`config.mk`:
```
export PLATFORM = sky130hd
export DESIGN_NAME = admr_regs
export DESIGN_NICKNAME = d
export VERILOG_FILES = /design/src/rtl/admr_pkg.sv /design/src/rtl/admr_regs.sv /design/src/rtl/admr_level_ramp.sv
export SDC_FILE = /design/constraint.sdc
export NUM_CORES = 1
export LEC_CHECK = 0
export BUFFER_PORTS_ARGS = -buffer_cell sky130_fd_sc_hd__buf_4
export CAP_MARGIN = 15
export CORE_UTILIZATION = 45
export CTS_BUF_LIST = sky130_fd_sc_hd__clkbuf_4
export DETAILED_ROUTE_END_ITERATION = 12
export GPL_TIMING_DRIVEN = 0
export PLACE_DENSITY = 0.66
export SKIP_LAST_GASP = 1
export SYNTH_ARGS = -nofsm -noshare
export SYNTH_HDL_FRONTEND = slang
export SYNTH_SLANG_ARGS = --single-unit
export TNS_END_PERCENT = 20
```
`constraint.sdc`:
```
create_clock -name sys_clk -period 3.7 [get_ports sys_clk]
set_clock_uncertainty 0.15 [all_clocks]
set_input_delay 0.74 -clock sys_clk [delete_from_list [all_inputs] [get_ports sys_clk]]
set_output_delay 0.74 -clock sys_clk [all_outputs]
set_load 0.1 [all_outputs]
```
`src/rtl/admr_pkg.sv`:
```
// Constants shared by the converter mode register bank
package admr_pkg;
  // Register indices within the 7-bit index field
  localparam logic [6:0] REG_LEFT_LEVEL  = 7'h10;
  localparam logic [6:0] REG_RIGHT_LEVEL = 7'h11;
  localparam logic [6:0] REG_FORMAT      = 7'h12;
  localparam logic [6:0] REG_OUTPUT      = 7'h13;
  localparam logic [6:0] REG_MODE        = 7'h14;
  localparam logic [6:0] REG_ZERO_CTRL   = 7'h15;
  localparam logic [6:0] REG_ZERO_STAT   = 7'h16;
  localparam logic [6:0] REG_CHIP_NUM    = 7'h17;
  // Upper three index bits common to every register
  localparam logic [2:0] INDEX_PREFIX    = 3'h1;
  // Word layout
  localparam int DIR_BIT  = 15;
  localparam int IDX_HI   = 14;
  localparam int IDX_LO   = 8;
  localparam int IDX_PFX_LO = 12;
  // Reset values
  localparam logic [7:0] LEVEL_RESET     = 8'hff;
  localparam logic [7:0] FORMAT_RESET    = 8'h50;
  localparam logic [7:0] OUTPUT_RESET    = 8'h00;
  localparam logic [7:0] MODE_RESET      = 8'h40;
  localparam logic [7:0] ZERO_CTRL_RESET = 8'h01;
  // Writable bit masks; reserved positions are held at zero
  localparam logic [7:0] FORMAT_MASK     = 8'hff;
  localparam logic [7:0] OUTPUT_MASK     = 8'hf7;
  localparam logic [7:0] MODE_MASK       = 8'h7f;
  localparam logic [7:0] ZERO_CTRL_MASK  = 8'h07;
  // Field positions
  localparam int LOAD_EN_BIT   = 7;
  localparam int DEEMPH_LO     = 2;
  localparam int RAMP_LO       = 5;
  localparam int ENDLESS_BIT   = 0;
  localparam int SOFT_RST_BIT  = 6;
  localparam int ONEBIT_BIT    = 5;
  localparam int BYPASS_BIT    = 4;
  localparam int SINGLE_BIT    = 3;
  localparam int PICK_BIT      = 2;
  localparam int OSR_LO        = 0;
  localparam int SZERO_BIT     = 0;
  localparam int OZERO_LO      = 1;
  localparam int CHIPNUM_W     = 5;
  // Codes at or below this give full mute
  localparam logic [7:0] MUTE_CODE_MAX   = 8'h0e;
  localparam logic [7:0] ZERO_CODE       = 8'h00;
endpackage

```
`src/rtl/admr_regs.sv`:
```
// Mode control register bank for a stereo audio converter
`timescale 1ns/1ns
module admr_regs
  import admr_pkg::*;
#(
  parameter logic [CHIPNUM_W-1:0] CHIP_NUMBER = 5'h00 // Value is arbitrary
)(
  input  wire logic        sys_clk,          // System clock, 10 MHz
  input  wire logic        rst,              // Asynchronous reset
  input  wire logic [15:0] cmdWord,          // Control word from port
  input  wire logic        cmdValid,         // Word strobe, one cycle
  input  wire logic        wordClockTick,    // One pulse per frame
  input  wire logic        leftZeroIn,       // Left zero detected
  input  wire logic        rightZeroIn,      // Right zero detected
  output logic      [15:0] readWord,         // Readback word
  output logic             readValid,        // Readback strobe
  output logic      [7:0]  leftLevelCode,    // Active left level
  output logic      [7:0]  rightLevelCode,   // Active right level
  output logic             leftMuted,        // Left fully muted
  output logic             rightMuted,       // Right fully muted
  output logic      [2:0]  serialFormatSelect, // Audio format
  output logic      [1:0]  deemphRateSelect, // De-emphasis rate
  output logic      [1:0]  analogFirPerf,    // One-bit FIR performance
  output logic             deemphEnable,     // De-emphasis on
  output logic             softMute,         // Soft mute request
  output logic             phaseInvert,      // Output phase reversed
  output logic             outputDisable,    // Analog outputs off
  output logic             bypassStereoSelect, // Stereo in bypass
  output logic             rolloffSelect,    // Slow roll-off
  output logic             endlessZeroMute,  // Endless zero mute on
  output logic             softResetCtrl,    // Core held in reset
  output logic             oneBitStreamMode, // One-bit mode active
  output logic             filterBypass,     // Filter bypass active
  output logic             singleChannelMode, // Single_channel_mode operation
  output logic             singleChannelPick, // Single_channel_mode source right
  output logic      [1:0]  oversamplingRate, // Sample-mode rate
  output logic      [1:0]  analogFirRate,    // One-bit FIR rate
  output logic             sampleZeroOutputEnable, // Zero pins, sample
  output logic      [1:0]  onebitZeroOutput  // Zero pins, one-bit
);
  // Stored register contents
  logic [7:0] leftLevel;        // Written left code
  logic [7:0] rightLevel;       // Written right code
  logic [7:0] formatReg;        // Format and de-emphasis
  logic [7:0] outputReg;        // Output and filter options
  logic [7:0] modeReg;          // Interface mode control
  logic [7:0] zeroCtrlReg;      // Zero output control
  logic [7:0] leftTarget;       // Loaded left target
  logic [7:0] rightTarget;      // Loaded right target
  logic [2:0] rampCount;        // Word clock divider
  logic       leftZeroFlag;     // Registered left flag
  logic       rightZeroFlag;    // Registered right flag

  // Overview of the bank
  // Every control word arrives whole, already framed by the serial
  // port logic, and is presented for exactly one clock with its
  // strobe. This block never sees individual serial bits, so it
  // holds no shift register and no bit counter of its own.
  //
  // A word is taken on the edge where the strobe is high and the
  // top three index bits hold the common prefix. Words with another
  // prefix belong to other devices or to unused space and are let
  // pass with no effect, which keeps a shared port harmless.
  //
  // Writes land in the stored register on the taking edge. Reads
  // answer one clock later with the request's upper byte echoed,
  // so the port logic can frame the reply without remembering the
  // index itself.
  //
  // Hazard: a read and a write cannot share one word, so a read
  // always returns the value as it stood before that edge. The
  // answer is therefore never a mix of old and new bits.
  //
  // Limitation: registers 22 and 23 have no write strobe at all.
  // A write to them is decoded, found to match no writable entry,
  // and dropped; nothing tells the host that it was refused.
  //
  // Attenuation path
  // The level registers hold whatever the host wrote, so a read
  // always shows the last written code. The loaded targets are a
  // second copy that only follows writes made while the shared
  // load enable is set. The ramp units chase the loaded targets,
  // one code per step tick, so the output never jumps.
  //
  // Trade-off: keeping a separate stored copy costs sixteen flops,
  // and codes staged with the load enable clear are not released by
  // setting it afterwards; each must be written again while it is set.
  //
  // Step rate
  // The word clock arrives as a one-cycle tick. A small counter of
  // ticks, masked by the ramp rate select, thins it down to one
  // step every one, two, four or eight frames. The counter is free
  // running; a change of rate therefore takes effect at once and
  // the first step after it may come early by up to seven frames.
  //
  // Soft mute drives both ramps toward code zero at the same rate.
  // Clearing it lets them climb back toward the loaded targets.
  //
  // Mode interplay
  // One-bit stream mode and filter bypass exclude each other. When
  // both bits are set neither mode is reported active, so the core
  // falls back to normal sample mode rather than guessing which one
  // the host meant. Each bit still reads back as written.
  //
  // In one-bit mode the de-emphasis rate field and the oversampling
  // field are handed to the analog filter outputs instead, and the
  // sample-mode outputs of those fields are forced to zero, so no
  // downstream logic sees a stale meaning of the same bits.
  //
  // Reserved positions are masked on every write, so they read
  // zero whatever the host tries. The masks live in the package
  // beside the reset values to keep the two in step.
  //
  // Zero detection
  // The flag inputs come from logic on this same clock, so they are
  // registered once and need no synchroniser. A flag that rises for
  // a single clock can be missed by a read that lands a cycle late;
  // the detector upstream is expected to hold its level.
  //
  // Chip number
  // The device number for the time-division mode is a parameter.
  // It is returned in the low five bits of the last register, with
  // the three upper bits reading zero like any reserved position.
  //
  // Reset
  // All storage clears asynchronously to the documented defaults.
  // The level outputs restart at full scale, which matches the
  // level registers, so no ramp runs right after reset.

  // Field decode of the incoming word
  wire        isRead    = cmdWord[DIR_BIT];
  wire [6:0]  regIndex  = cmdWord[IDX_HI:IDX_LO];
  wire [7:0]  wrData    = cmdWord[7:0];
  wire        prefixOk  = (cmdWord[IDX_HI:IDX_PFX_LO] == INDEX_PREFIX);
  wire        doWrite   = cmdValid && !isRead && prefixOk;
  wire        doRead    = cmdValid && isRead && prefixOk;

  // Per-register write strobes; 22 and 23 have none
  wire wrLeft  = doWrite && (regIndex == REG_LEFT_LEVEL);
  wire wrRight = doWrite && (regIndex == REG_RIGHT_LEVEL);
  wire wrFmt   = doWrite && (regIndex == REG_FORMAT);
  wire wrOut   = doWrite && (regIndex == REG_OUTPUT);
  wire wrMode  = doWrite && (regIndex == REG_MODE);
  wire wrZero  = doWrite && (regIndex == REG_ZERO_CTRL);

  // Shared load enable gates level updates
  wire loadEnable = formatReg[LOAD_EN_BIT];

  // Readback multiplexer
  function automatic logic [7:0] read_mux(input logic [6:0] idx);
    case (idx)
      REG_LEFT_LEVEL:  read_mux = leftLevel;
      REG_RIGHT_LEVEL: read_mux = rightLevel;
      REG_FORMAT:      read_mux = formatReg;
      REG_OUTPUT:      read_mux = outputReg;
      REG_MODE:        read_mux = modeReg;
      REG_ZERO_CTRL:   read_mux = zeroCtrlReg;
      REG_ZERO_STAT:   read_mux = {6'h00, rightZeroFlag, leftZeroFlag};
      REG_CHIP_NUM:    read_mux = {3'h0, CHIP_NUMBER};
      default:         read_mux = 8'h00;
    endcase
  endfunction

  // Level registers reset to full scale
  always_ff @(posedge sys_clk or posedge rst) begin
    if (rst) begin
      leftLevel  <= LEVEL_RESET;
      rightLevel <= LEVEL_RESET;
    end else begin
      if (wrLeft) begin
        leftLevel <= wrData;
      end
      if (wrRight) begin
        rightLevel <= wrData;
      end
    end
  end

  // Loaded targets only follow writes made with load enabled
  // The stored code stays readable even when not loaded
  always_ff @(posedge sys_clk or posedge rst) begin
    if (rst) begin
      leftTarget  <= LEVEL_RESET;
      rightTarget <= LEVEL_RESET;
    end else begin
      if (wrLeft && loadEnable) begin
        leftTarget <= wrData;
      end
      if (wrRight && loadEnable) begin
        rightTarget <= wrData;
      end
    end
  end

  // Control registers; reserved bits masked to zero
  always_ff @(posedge sys_clk or posedge rst) begin
    if (rst) begin
      formatReg   <= FORMAT_RESET;
      outputReg   <= OUTPUT_RESET;
      modeReg     <= MODE_RESET;
      zeroCtrlReg <= ZERO_CTRL_RESET;
    end else begin
      if (wrFmt) begin
        formatReg <= wrData & FORMAT_MASK;
      end
      if (wrOut) begin
        outputReg <= wrData & OUTPUT_MASK;
      end
      if (wrMode) begin
        modeReg <= wrData & MODE_MASK;
      end
      if (wrZero) begin
        zeroCtrlReg <= wrData & ZERO_CTRL_MASK;
      end
    end
  end

  // Zero detect flags are sampled; inputs come from same clock
  always_ff @(posedge sys_clk or posedge rst) begin
    if (rst) begin
      leftZeroFlag  <= 1'b0;
      rightZeroFlag <= 1'b0;
    end else begin
      leftZeroFlag  <= leftZeroIn;
      rightZeroFlag <= rightZeroIn;
    end
  end

  // Readback answer one cycle after the request
  always_ff @(posedge sys_clk or posedge rst) begin
    if (rst) begin
      readWord  <= 16'h0000;
      readValid <= 1'b0;
    end else begin
      readValid <= doRead;
      if (doRead) begin
        readWord <= {cmdWord[15:8], read_mux(regIndex)};
      end
    end
  end

  // Word clock divider for the ramp rate
  wire [1:0] rampSel = outputReg[RAMP_LO +: 2];
  wire [2:0] rampMask = 3'((4'h1 << rampSel) - 4'h1);
  wire       stepTick = wordClockTick && ((rampCount & rampMask) == 3'h0);

  always_ff @(posedge sys_clk or posedge rst) begin
    if (rst) begin
      rampCount <= 3'h0;
    end else if (wordClockTick) begin
      rampCount <= rampCount + 3'h1;
    end
  end

  // Soft mute ramps both channels toward zero code
  assign softMute = formatReg[0];

  admr_level_ramp u_left (
    .sys_clk  (sys_clk),
    .rst      (rst),
    .stepTick (stepTick),
    .muteReq  (softMute),
    .target   (leftTarget),
    .level    (leftLevelCode),
    .muted    (leftMuted)
  );

  admr_level_ramp u_right (
    .sys_clk  (sys_clk),
    .rst      (rst),
    .stepTick (stepTick),
    .muteReq  (softMute),
    .target   (rightTarget),
    .level    (rightLevelCode),
    .muted    (rightMuted)
  );

  // Mode field decode
  wire modeOneBit = modeReg[ONEBIT_BIT];
  wire modeBypass = modeReg[BYPASS_BIT];

  // Neither mode wins; both are reported inactive while both bits are set
  assign oneBitStreamMode = modeOneBit && !modeBypass;
  assign filterBypass     = modeBypass && !modeOneBit;

  // Format register fields; rate field reused in one-bit mode
  assign serialFormatSelect = formatReg[6:4];
  assign deemphRateSelect   = oneBitStreamMode ? 2'h0
                              : formatReg[DEEMPH_LO +: 2];
  assign analogFirPerf      = oneBitStreamMode ?
                              formatReg[DEEMPH_LO +: 2] : 2'h0;
  assign deemphEnable       = formatReg[1];

  // Output option fields
  assign phaseInvert        = outputReg[7];
  assign outputDisable      = outputReg[4];
  assign bypassStereoSelect = outputReg[2];
  assign rolloffSelect      = outputReg[1];
  // Active in sample and bypass modes only
  assign endlessZeroMute    = outputReg[ENDLESS_BIT] && !oneBitStreamMode;

  // Soft reset bit: 1 is normal, 0 holds reset in all modes
  assign softResetCtrl      = !modeReg[SOFT_RST_BIT];
  assign singleChannelMode  = modeReg[SINGLE_BIT];
  assign singleChannelPick  = modeReg[PICK_BIT];
  // Rate field meaning depends on one-bit mode
  assign oversamplingRate   = oneBitStreamMode ? 2'h0
                              : modeReg[OSR_LO +: 2];
  assign analogFirRate      = oneBitStreamMode ?
                              modeReg[OSR_LO +: 2] : 2'h0;

  // Zero output controls
  assign sampleZeroOutputEnable = zeroCtrlReg[SZERO_BIT];
  assign onebitZeroOutput       = zeroCtrlReg[OZERO_LO +: 2];

  // Chip number readable by index 23 only
endmodule

```
`src/rtl/admr_level_ramp.sv`:
```
// One channel attenuator that steps toward its target level
`timescale 1ns/1ns
module admr_level_ramp
  import admr_pkg::*;
(
  input  wire logic       sys_clk,   // System clock
  input  wire logic       rst,       // Asynchronous reset, active high
  input  wire logic       stepTick,  // One step allowed this cycle
  input  wire logic       muteReq,   // Ramp toward mute
  input  wire logic [7:0] target,    // Loaded level code
  output logic      [7:0] level,     // Present level code
  output logic            muted      // Level gives infinite attenuation
);
  // Goal is mute or the loaded level
  wire [7:0] goal = muteReq ? ZERO_CODE : target;

  // One half-decibel step per tick
  always_ff @(posedge sys_clk or posedge rst) begin
    if (rst) begin
      level <= LEVEL_RESET;
    end else if (stepTick) begin
      if (level < goal) begin
        level <= level + 8'h01;
      end else if (level > goal) begin
        level <= level - 8'h01;
      end
    end
  end

  // Codes 0 to 14 mean infinite attenuation
  assign muted = (level <= MUTE_CODE_MAX);
endmodule

```
[Word-level counts from Yosys, hierarchy flattened]
Index checks and enable logic that the tools add are counted.
Cells by class
  reduce and logical (&&, ||, !) cells: 26
  shift-type cells: 1
  equality and inequality tests: 8
  add/subtract/negate cells: 6
  $lt $le $gt $ge: 6
  bitwise logic cells: 1
  muxes and demuxes: 11
Operators by type and width (number)
  $pmux 8 s7: 1
  $eq 7x5->1 const B: 7
  $mux 8: 6
  $add 8x1->8 const B: 2
  $gt 8x8->1: 2
  $le 8x4->1 const B: 2
  $logic_and 1x1->1: 16
  $lt 8x8->1: 2
  $sub 8x1->8 const B: 2
  $mux 2: 4
  $logic_not 1->1: 5
  $reduce_and 2->1: 2
  $reduce_bool 2->1: 2
  $add 3x1->3 const B: 1
  $and 3x3->3: 1
  $eq 3x1->1 const B: 1
  $logic_not 3->1: 1
  $shl 1x2->3 const A: 1
  $sub 3x1->3 const B: 1
Storage, ports and cells
  output and inout bits: 61
  register bits after elaboration: 95
  input bits: 22
  logic and storage cells: 74

[Logic depth before layout (Yosys ltp)]
  word-level depth: 6
  depth in mapped cells: 13

[Cells and area by module]
Synthesis repeated with hierarchy kept, for this count alone.
Second synthesis, totals
  cell total of the unflattened synthesis: 442
  area total of the unflattened synthesis: 5255.0 µm²
Modules (own cells, without submodules)
  admr_regs: cells an instance 268, area each 3611.0 µm², times used 1, seq. area each 2021.9 µm²
  admr_level_ramp: cells an instance 87, area each 822.0 µm², times used 2, seq. area each 210.2 µm²

[Worst setup path before layout]
OpenSTA, ideal clock, no wires.
  path kind: flip-flop to flip-flop
  start: register formatReg[0]
  end: register u_right.level[6]
  buffers on the path: 1
  setup slack: 0.076 ns
  cell stages (with the launch flop): 14
  arrival time: 3.391 ns
  cell sequence: dfrtp_1 -> clkbuf_1 -> nand2b_1 -> ha_1 -> a21oi_1 -> a21o_1 -> nand2_1 -> fa_1 -> a21o_1 -> a21oi_2 -> o21bai_1 -> a21oi_1 -> xnor2_1 -> mux2_2
On the way
  cells in the longest elaborated chain, start to end: 4
RTL lines
  start, declared: RTL line admr_regs.sv:44  | logic [7:0] formatReg;
  start signal, assigned: RTL line admr_regs.sv:204  | formatReg <= wrData & FORMAT_MASK;
  $mux 8 *: RTL line admr_level_ramp.sv:15  | wire [7:0] goal = muteReq ? ZERO_CODE : target;
  $gt 8x8->1 / $lt 8x8->1 (equally long branches): RTL line admr_level_ramp.sv:24, admr_level_ramp.sv:22
  $reduce_bool 2->1 (no line)
  $reduce_and 2->1 (no line)
  end signal, assigned: RTL line admr_level_ramp.sv:23  | level <= level + 8'h01;
  end signal, assigned: RTL line admr_level_ramp.sv:25  | level <= level - 8'h01;
  end, declared: RTL line admr_level_ramp.sv:11  | output logic [7:0] level,
Mark *: on every way between the ends. The rest lies on a longest branch, timed or not.
A chain may end at the register's enable or synchronous reset.

[Worst setup path after layout]
  start: register formatReg[0]
  end: register u_left.level[6]
On the way
  cells in the longest elaborated chain, start to end: 4
RTL lines (RTL line)
  $mux 8 *: admr_level_ramp.sv:15
  $gt 8x8->1 / $lt 8x8->1 (equally long branches): admr_level_ramp.sv:24, admr_level_ramp.sv:22
  $reduce_bool 2->1 (no line)
  $reduce_and 2->1 (no line)
  end signal, assigned: admr_level_ramp.sv:23
  end signal, assigned: admr_level_ramp.sv:25
  end, declared: admr_level_ramp.sv:11
Marks and branches as above.

==> flow_summary_export.csv <==
group,metric,value,unit
finish,area_delta_synth_final,19.1,%
global_route,track_usage,0.201,
sta,setup_viol,0,
die,rows,38,
yosys,syn_nets,468,
routing,ant_nets,0,
critical_path,required,3.95,ns
sta,final_critical_path_setup_slack,0.249,ns
finish,fin_cells,652,
die,io_pins,83,
critical_path,critPathTopFamily,"compound AO/OA/AOI/OAI gates",
sta,fmax,0.290,GHz
critical_path,rrSetupSlack,0.25,ns
routing,vias_per_cell,5.37,
global_route,grt_first_pass_wirelength,17900,um
yosys,synth_edf_count,0,
global_route,met1_usage,0.289,
pwr,clkPwrFrac,0.134,
critical_path,cp_common_cell,"a21oi_1",
sta,slew_violations,0,
yosys,dominantRegCellSynth,"dfstp_2",
cts,clockBufferDepth,2,
critical_path,cp-start-kind,"flip-flop",
pwr,intPower,2.55,mW
worst_hold_path,min_path_type,"in -> async",
global_route,use_met2,0.315,
sta,hold_viol,0,
global_route,grt_overflow_total,0,
finish,nets,560,
status,status,"finished, final reports clean",
pwr,power,4.93,mW
critical_path,crit_type,"reg -> reg",
placed_design,port_buffers,80,
critical_path,critPathArrivalTime,3.71,ns
yosys,ys_ff_latch,95,
sta,fin_setup_tns,0,ns
cts,clk_transition_reported_paths,0.17,ns
pwr,power_density,809,nW/um2
finish,n_antenna_cell,0,
cts,clock-sinks,95,
routing,drtPass1Iterations,4,
die,coreArea,11000,um2
cts,cts_buffers,9,
routing,drcViolationCount,0,
global_route,met3_usage,0.0233,
critical_path,r2r-end,"u_left.level[6]$_DFFE_PP1P_",
pwr,seqPwrFrac,0.298,
cts,cts_tree,"yes",
pwr,vdd_ir_drop_max,672,uV
cts,worstSkewPairLatency,0.47,ns
placed_design,dp_hpwl,7920,um
placed_design,place.gp.congestion,0.747,
critical_path,r2r-start,"formatReg[0]$_DFFE_PP0P_",
yosys,yosysSeqAreaShare,0.477,
critical_path,cpMaxStageDelayCell,"dfrtp_1",
sta,fin_crit_sh,0.933,
finish,fillers,964,
critical_path,end_kind,"flip-flop",
critical_path,crit_chain,"clkbuf_2 -> nand2b_1 -> ha_1 -> a21oi_1 -> o21a_1 -> nand2_1 -> fa_1 -> a21o_1 -> a21oi_2 -> o21bai_1 -> a21oi_1 -> xnor2_1 -> mux2_2",
yosys,synth_top_area_share,0.267,
yosys,synthTopCellsByArea,"dfstp_2, dfrtp_1, mux2_2",
die,die-width,109,um
die,dieArea,11800,um2
pwr,power_leakage,2.76,nW
cts,clockRootBuffer,"clkbuf_4",
die,start_util,0.466,
yosys,synth_cell_types,49,
routing,drt_iter0_drc,119,
yosys,syn_area,5120,um2
routing,finalWirelength,11100,um
global_route,grt_max_degree,65,
die,die_h,109,um
sta,slew_headroom,0.558,
yosys,yosysWarningCount,0,
pwr,p_comb_frac,0.569,
placed_design,place_ws,0.216,ns
global_route,busiest_layer,"met2",
sta,finalCriticalPeriod,3.45,ns
sta,rsz0062_at_grt,"yes",
critical_path,crit_fanout,10,
global_route,antenna_found_initial,0,
yosys,synth_top_area_cell,"dfstp_2",
critical_path,cpPeakStageDelay,0.52,ns
pwr,switching_share,0.482,
routing,vias,3504,
run,maxCapViolations,0,
sta,worst_pin_slew,0.659,ns
critical_path,crit_buf_inv,1,
global_route,first_global_vias,3427,
critical_path,ff2ff_path_depth,13,
finish,final_util,0.555,
cts,htree_levels,3,
yosys,syn_inst,415,
finish,drive_gt1_frac,0.488,
yosys,syn_avg_cell_area,12.3,um2
placed_design,dp_cells,636,
pwr,power_switching,2.38,mW
yosys,async_reset_ff_frac,1.00,
routing,drt-wirelength-per-cell,17.0,um
[cells in the mapped netlist, drive strengths merged, types with 5 or more instances]
| library cell | count |
|---|---|
| mux2 | 73 |
| dfstp | 52 |
| dfrtp | 43 |
| ha | 29 |
| a21oi | 24 |
| nand2 | 23 |
| nand2b | 19 |
| o21ai | 16 |
| nor2 | 15 |
| nand3 | 13 |
| and2 | 11 |
| inv | 11 |
| xnor2 | 11 |
| buf | 10 |
| nor2b | 9 |
| a21o | 6 |
| mux4 | 6 |
| a31oi | 5 |
| mux2i | 5 |
| xor2 | 5 |
[power by group through the flow]
stage	sequential [mW]	clock (mW)	combinational, mW
5_1_grt	1.50	0.720	3.05
3_3_place_gp	1.48	0	2.70
4_1_cts	1.47	0.680	2.81
3_5_place_dp	1.49	0	2.79
6_report	1.47	0.659	2.80
2_1_floorplan	2.27	0	1.49
[stage by stage]
step / hold slack [ns] / area (um2)
after floorplan: 0.295 / 5120
after global placement: 0.300 / 5890
after detailed placement: 0.304 / 5920
after CTS: 0.105 / 6090
after global routing: 0.126 / 6090
final: 0.106 / 6090
[cell type report]
cell class,count,area [um2],share of cell area
well taps,140,175,0.0287
plain buffers,12,76.3,0.0125
clock buffers,10,75.1,0.0123
multi-input cells,297,2560,0.420
repair buffers,81,628,0.103
inverters,11,43.8,0.00719
clock inverters,6,92.6,0.0152
flip-flops and latches,95,2440,0.401
[cells by family (layout without fill, tap and decap cells)]
family                   count (synthesis)  in the layout  share of synthesized area
multiplexers                            84             84                      0.197
AO/OA/AOI/OAI                           62             62                     0.0768
buffers and inverters                   23            120                     0.0227
XOR/XNOR                                16             16                     0.0274
adder cells (fa/ha/maj)                 31             31                     0.0787
AND/OR/NAND/NOR                        104            104                      0.120
flip-flops                              95             95                      0.477
[worst max-delay path by stage]
| stage | start | end | slack (ns) | depth (start not counted) |
|---|---|---|---|---|
| after floorplan | formatReg[0]$_DFFE_PP0P_ | u_right.level[6]$_DFFE_PP1P_ | 0.08 | 13 |
| after global placement | rst | outputReg[1]$_DFFE_PP0P_ | -0.75 | 2 |
| after detailed placement | formatReg[0]$_DFFE_PP0P_ | u_right.level[6]$_DFFE_PP1P_ | 0.22 | 13 |
| after CTS | formatReg[0]$_DFFE_PP0P_ | u_left.level[6]$_DFFE_PP1P_ | 0.18 | 13 |
| after global routing | formatReg[0]$_DFFE_PP0P_ | u_left.level[6]$_DFFE_PP1P_ | -0.02 | 13 |
| final | formatReg[0]$_DFFE_PP0P_ | u_left.level[6]$_DFFE_PP1P_ | 0.25 | 13 |
[layer usage]
metal | wire [um] | part of all wire
met5 | 0 | 0
met4 | 127 | 0.011
met3 | 411 | 0.037
met2 | 5360 | 0.48
met1 | 5170 | 0.47
[cells in the final DEF, fill, tap and decap left out, drive strengths merged]
master	n
nor2b	9
clkinv	1
nand4	4
o21bai	2
nor2	15
xnor2	11
or4	2
buf	91
nand3	13
and2	11
clkinvlp	2
nor4	1
bufinv	2
dfstp	52
a221oi	1
nand3b	2
o211ai	3
nor3	1
o21a	2
and2b	1
mux4	6
ha	29
nand2	23
fa	2
mux2i	5
dfrtp	43
a22oi	1
a41oi	2
mux2	73
clkbuf	12
xor2	5
and4b	1
a21oi	24
a31oi	5
a21o	6
o21ai	16
inv	12
and3	2
nand2b	19
[sequential cells by signal, indices dropped and copies added, names as in the netlist, 7 cells and up]
signal and flops:
leftTarget 8, leftLevel 8, u_right.level 8, rightLevel 8, formatReg 8, modeReg 7
readWord 16, u_left.level 8, outputReg 7, rightTarget 8
[what timing repair did]
action / 4_1_cts / 5_1_grt
resized for setup: 0 / 3
hold buffers: 0 / 0
endpoints found under the setup margin: 0 / 4
buffers inserted: 0 / 0
[worst reg2reg max path, stage by stage (launching register included)]
cell and delay, ns:
dfrtp_1 0.52, clkbuf_2 0.22, nand2b_1 0.17, ha_1 0.30, a21oi_1 0.16, o21a_1 0.19, nand2_1 0.21, fa_1 0.47
a21o_1 0.19, a21oi_2 0.18, o21bai_1 0.10, a21oi_1 0.20, xnor2_1 0.09, mux2_2 0.26
Note: power is estimated with default switching activity, not from simulation.
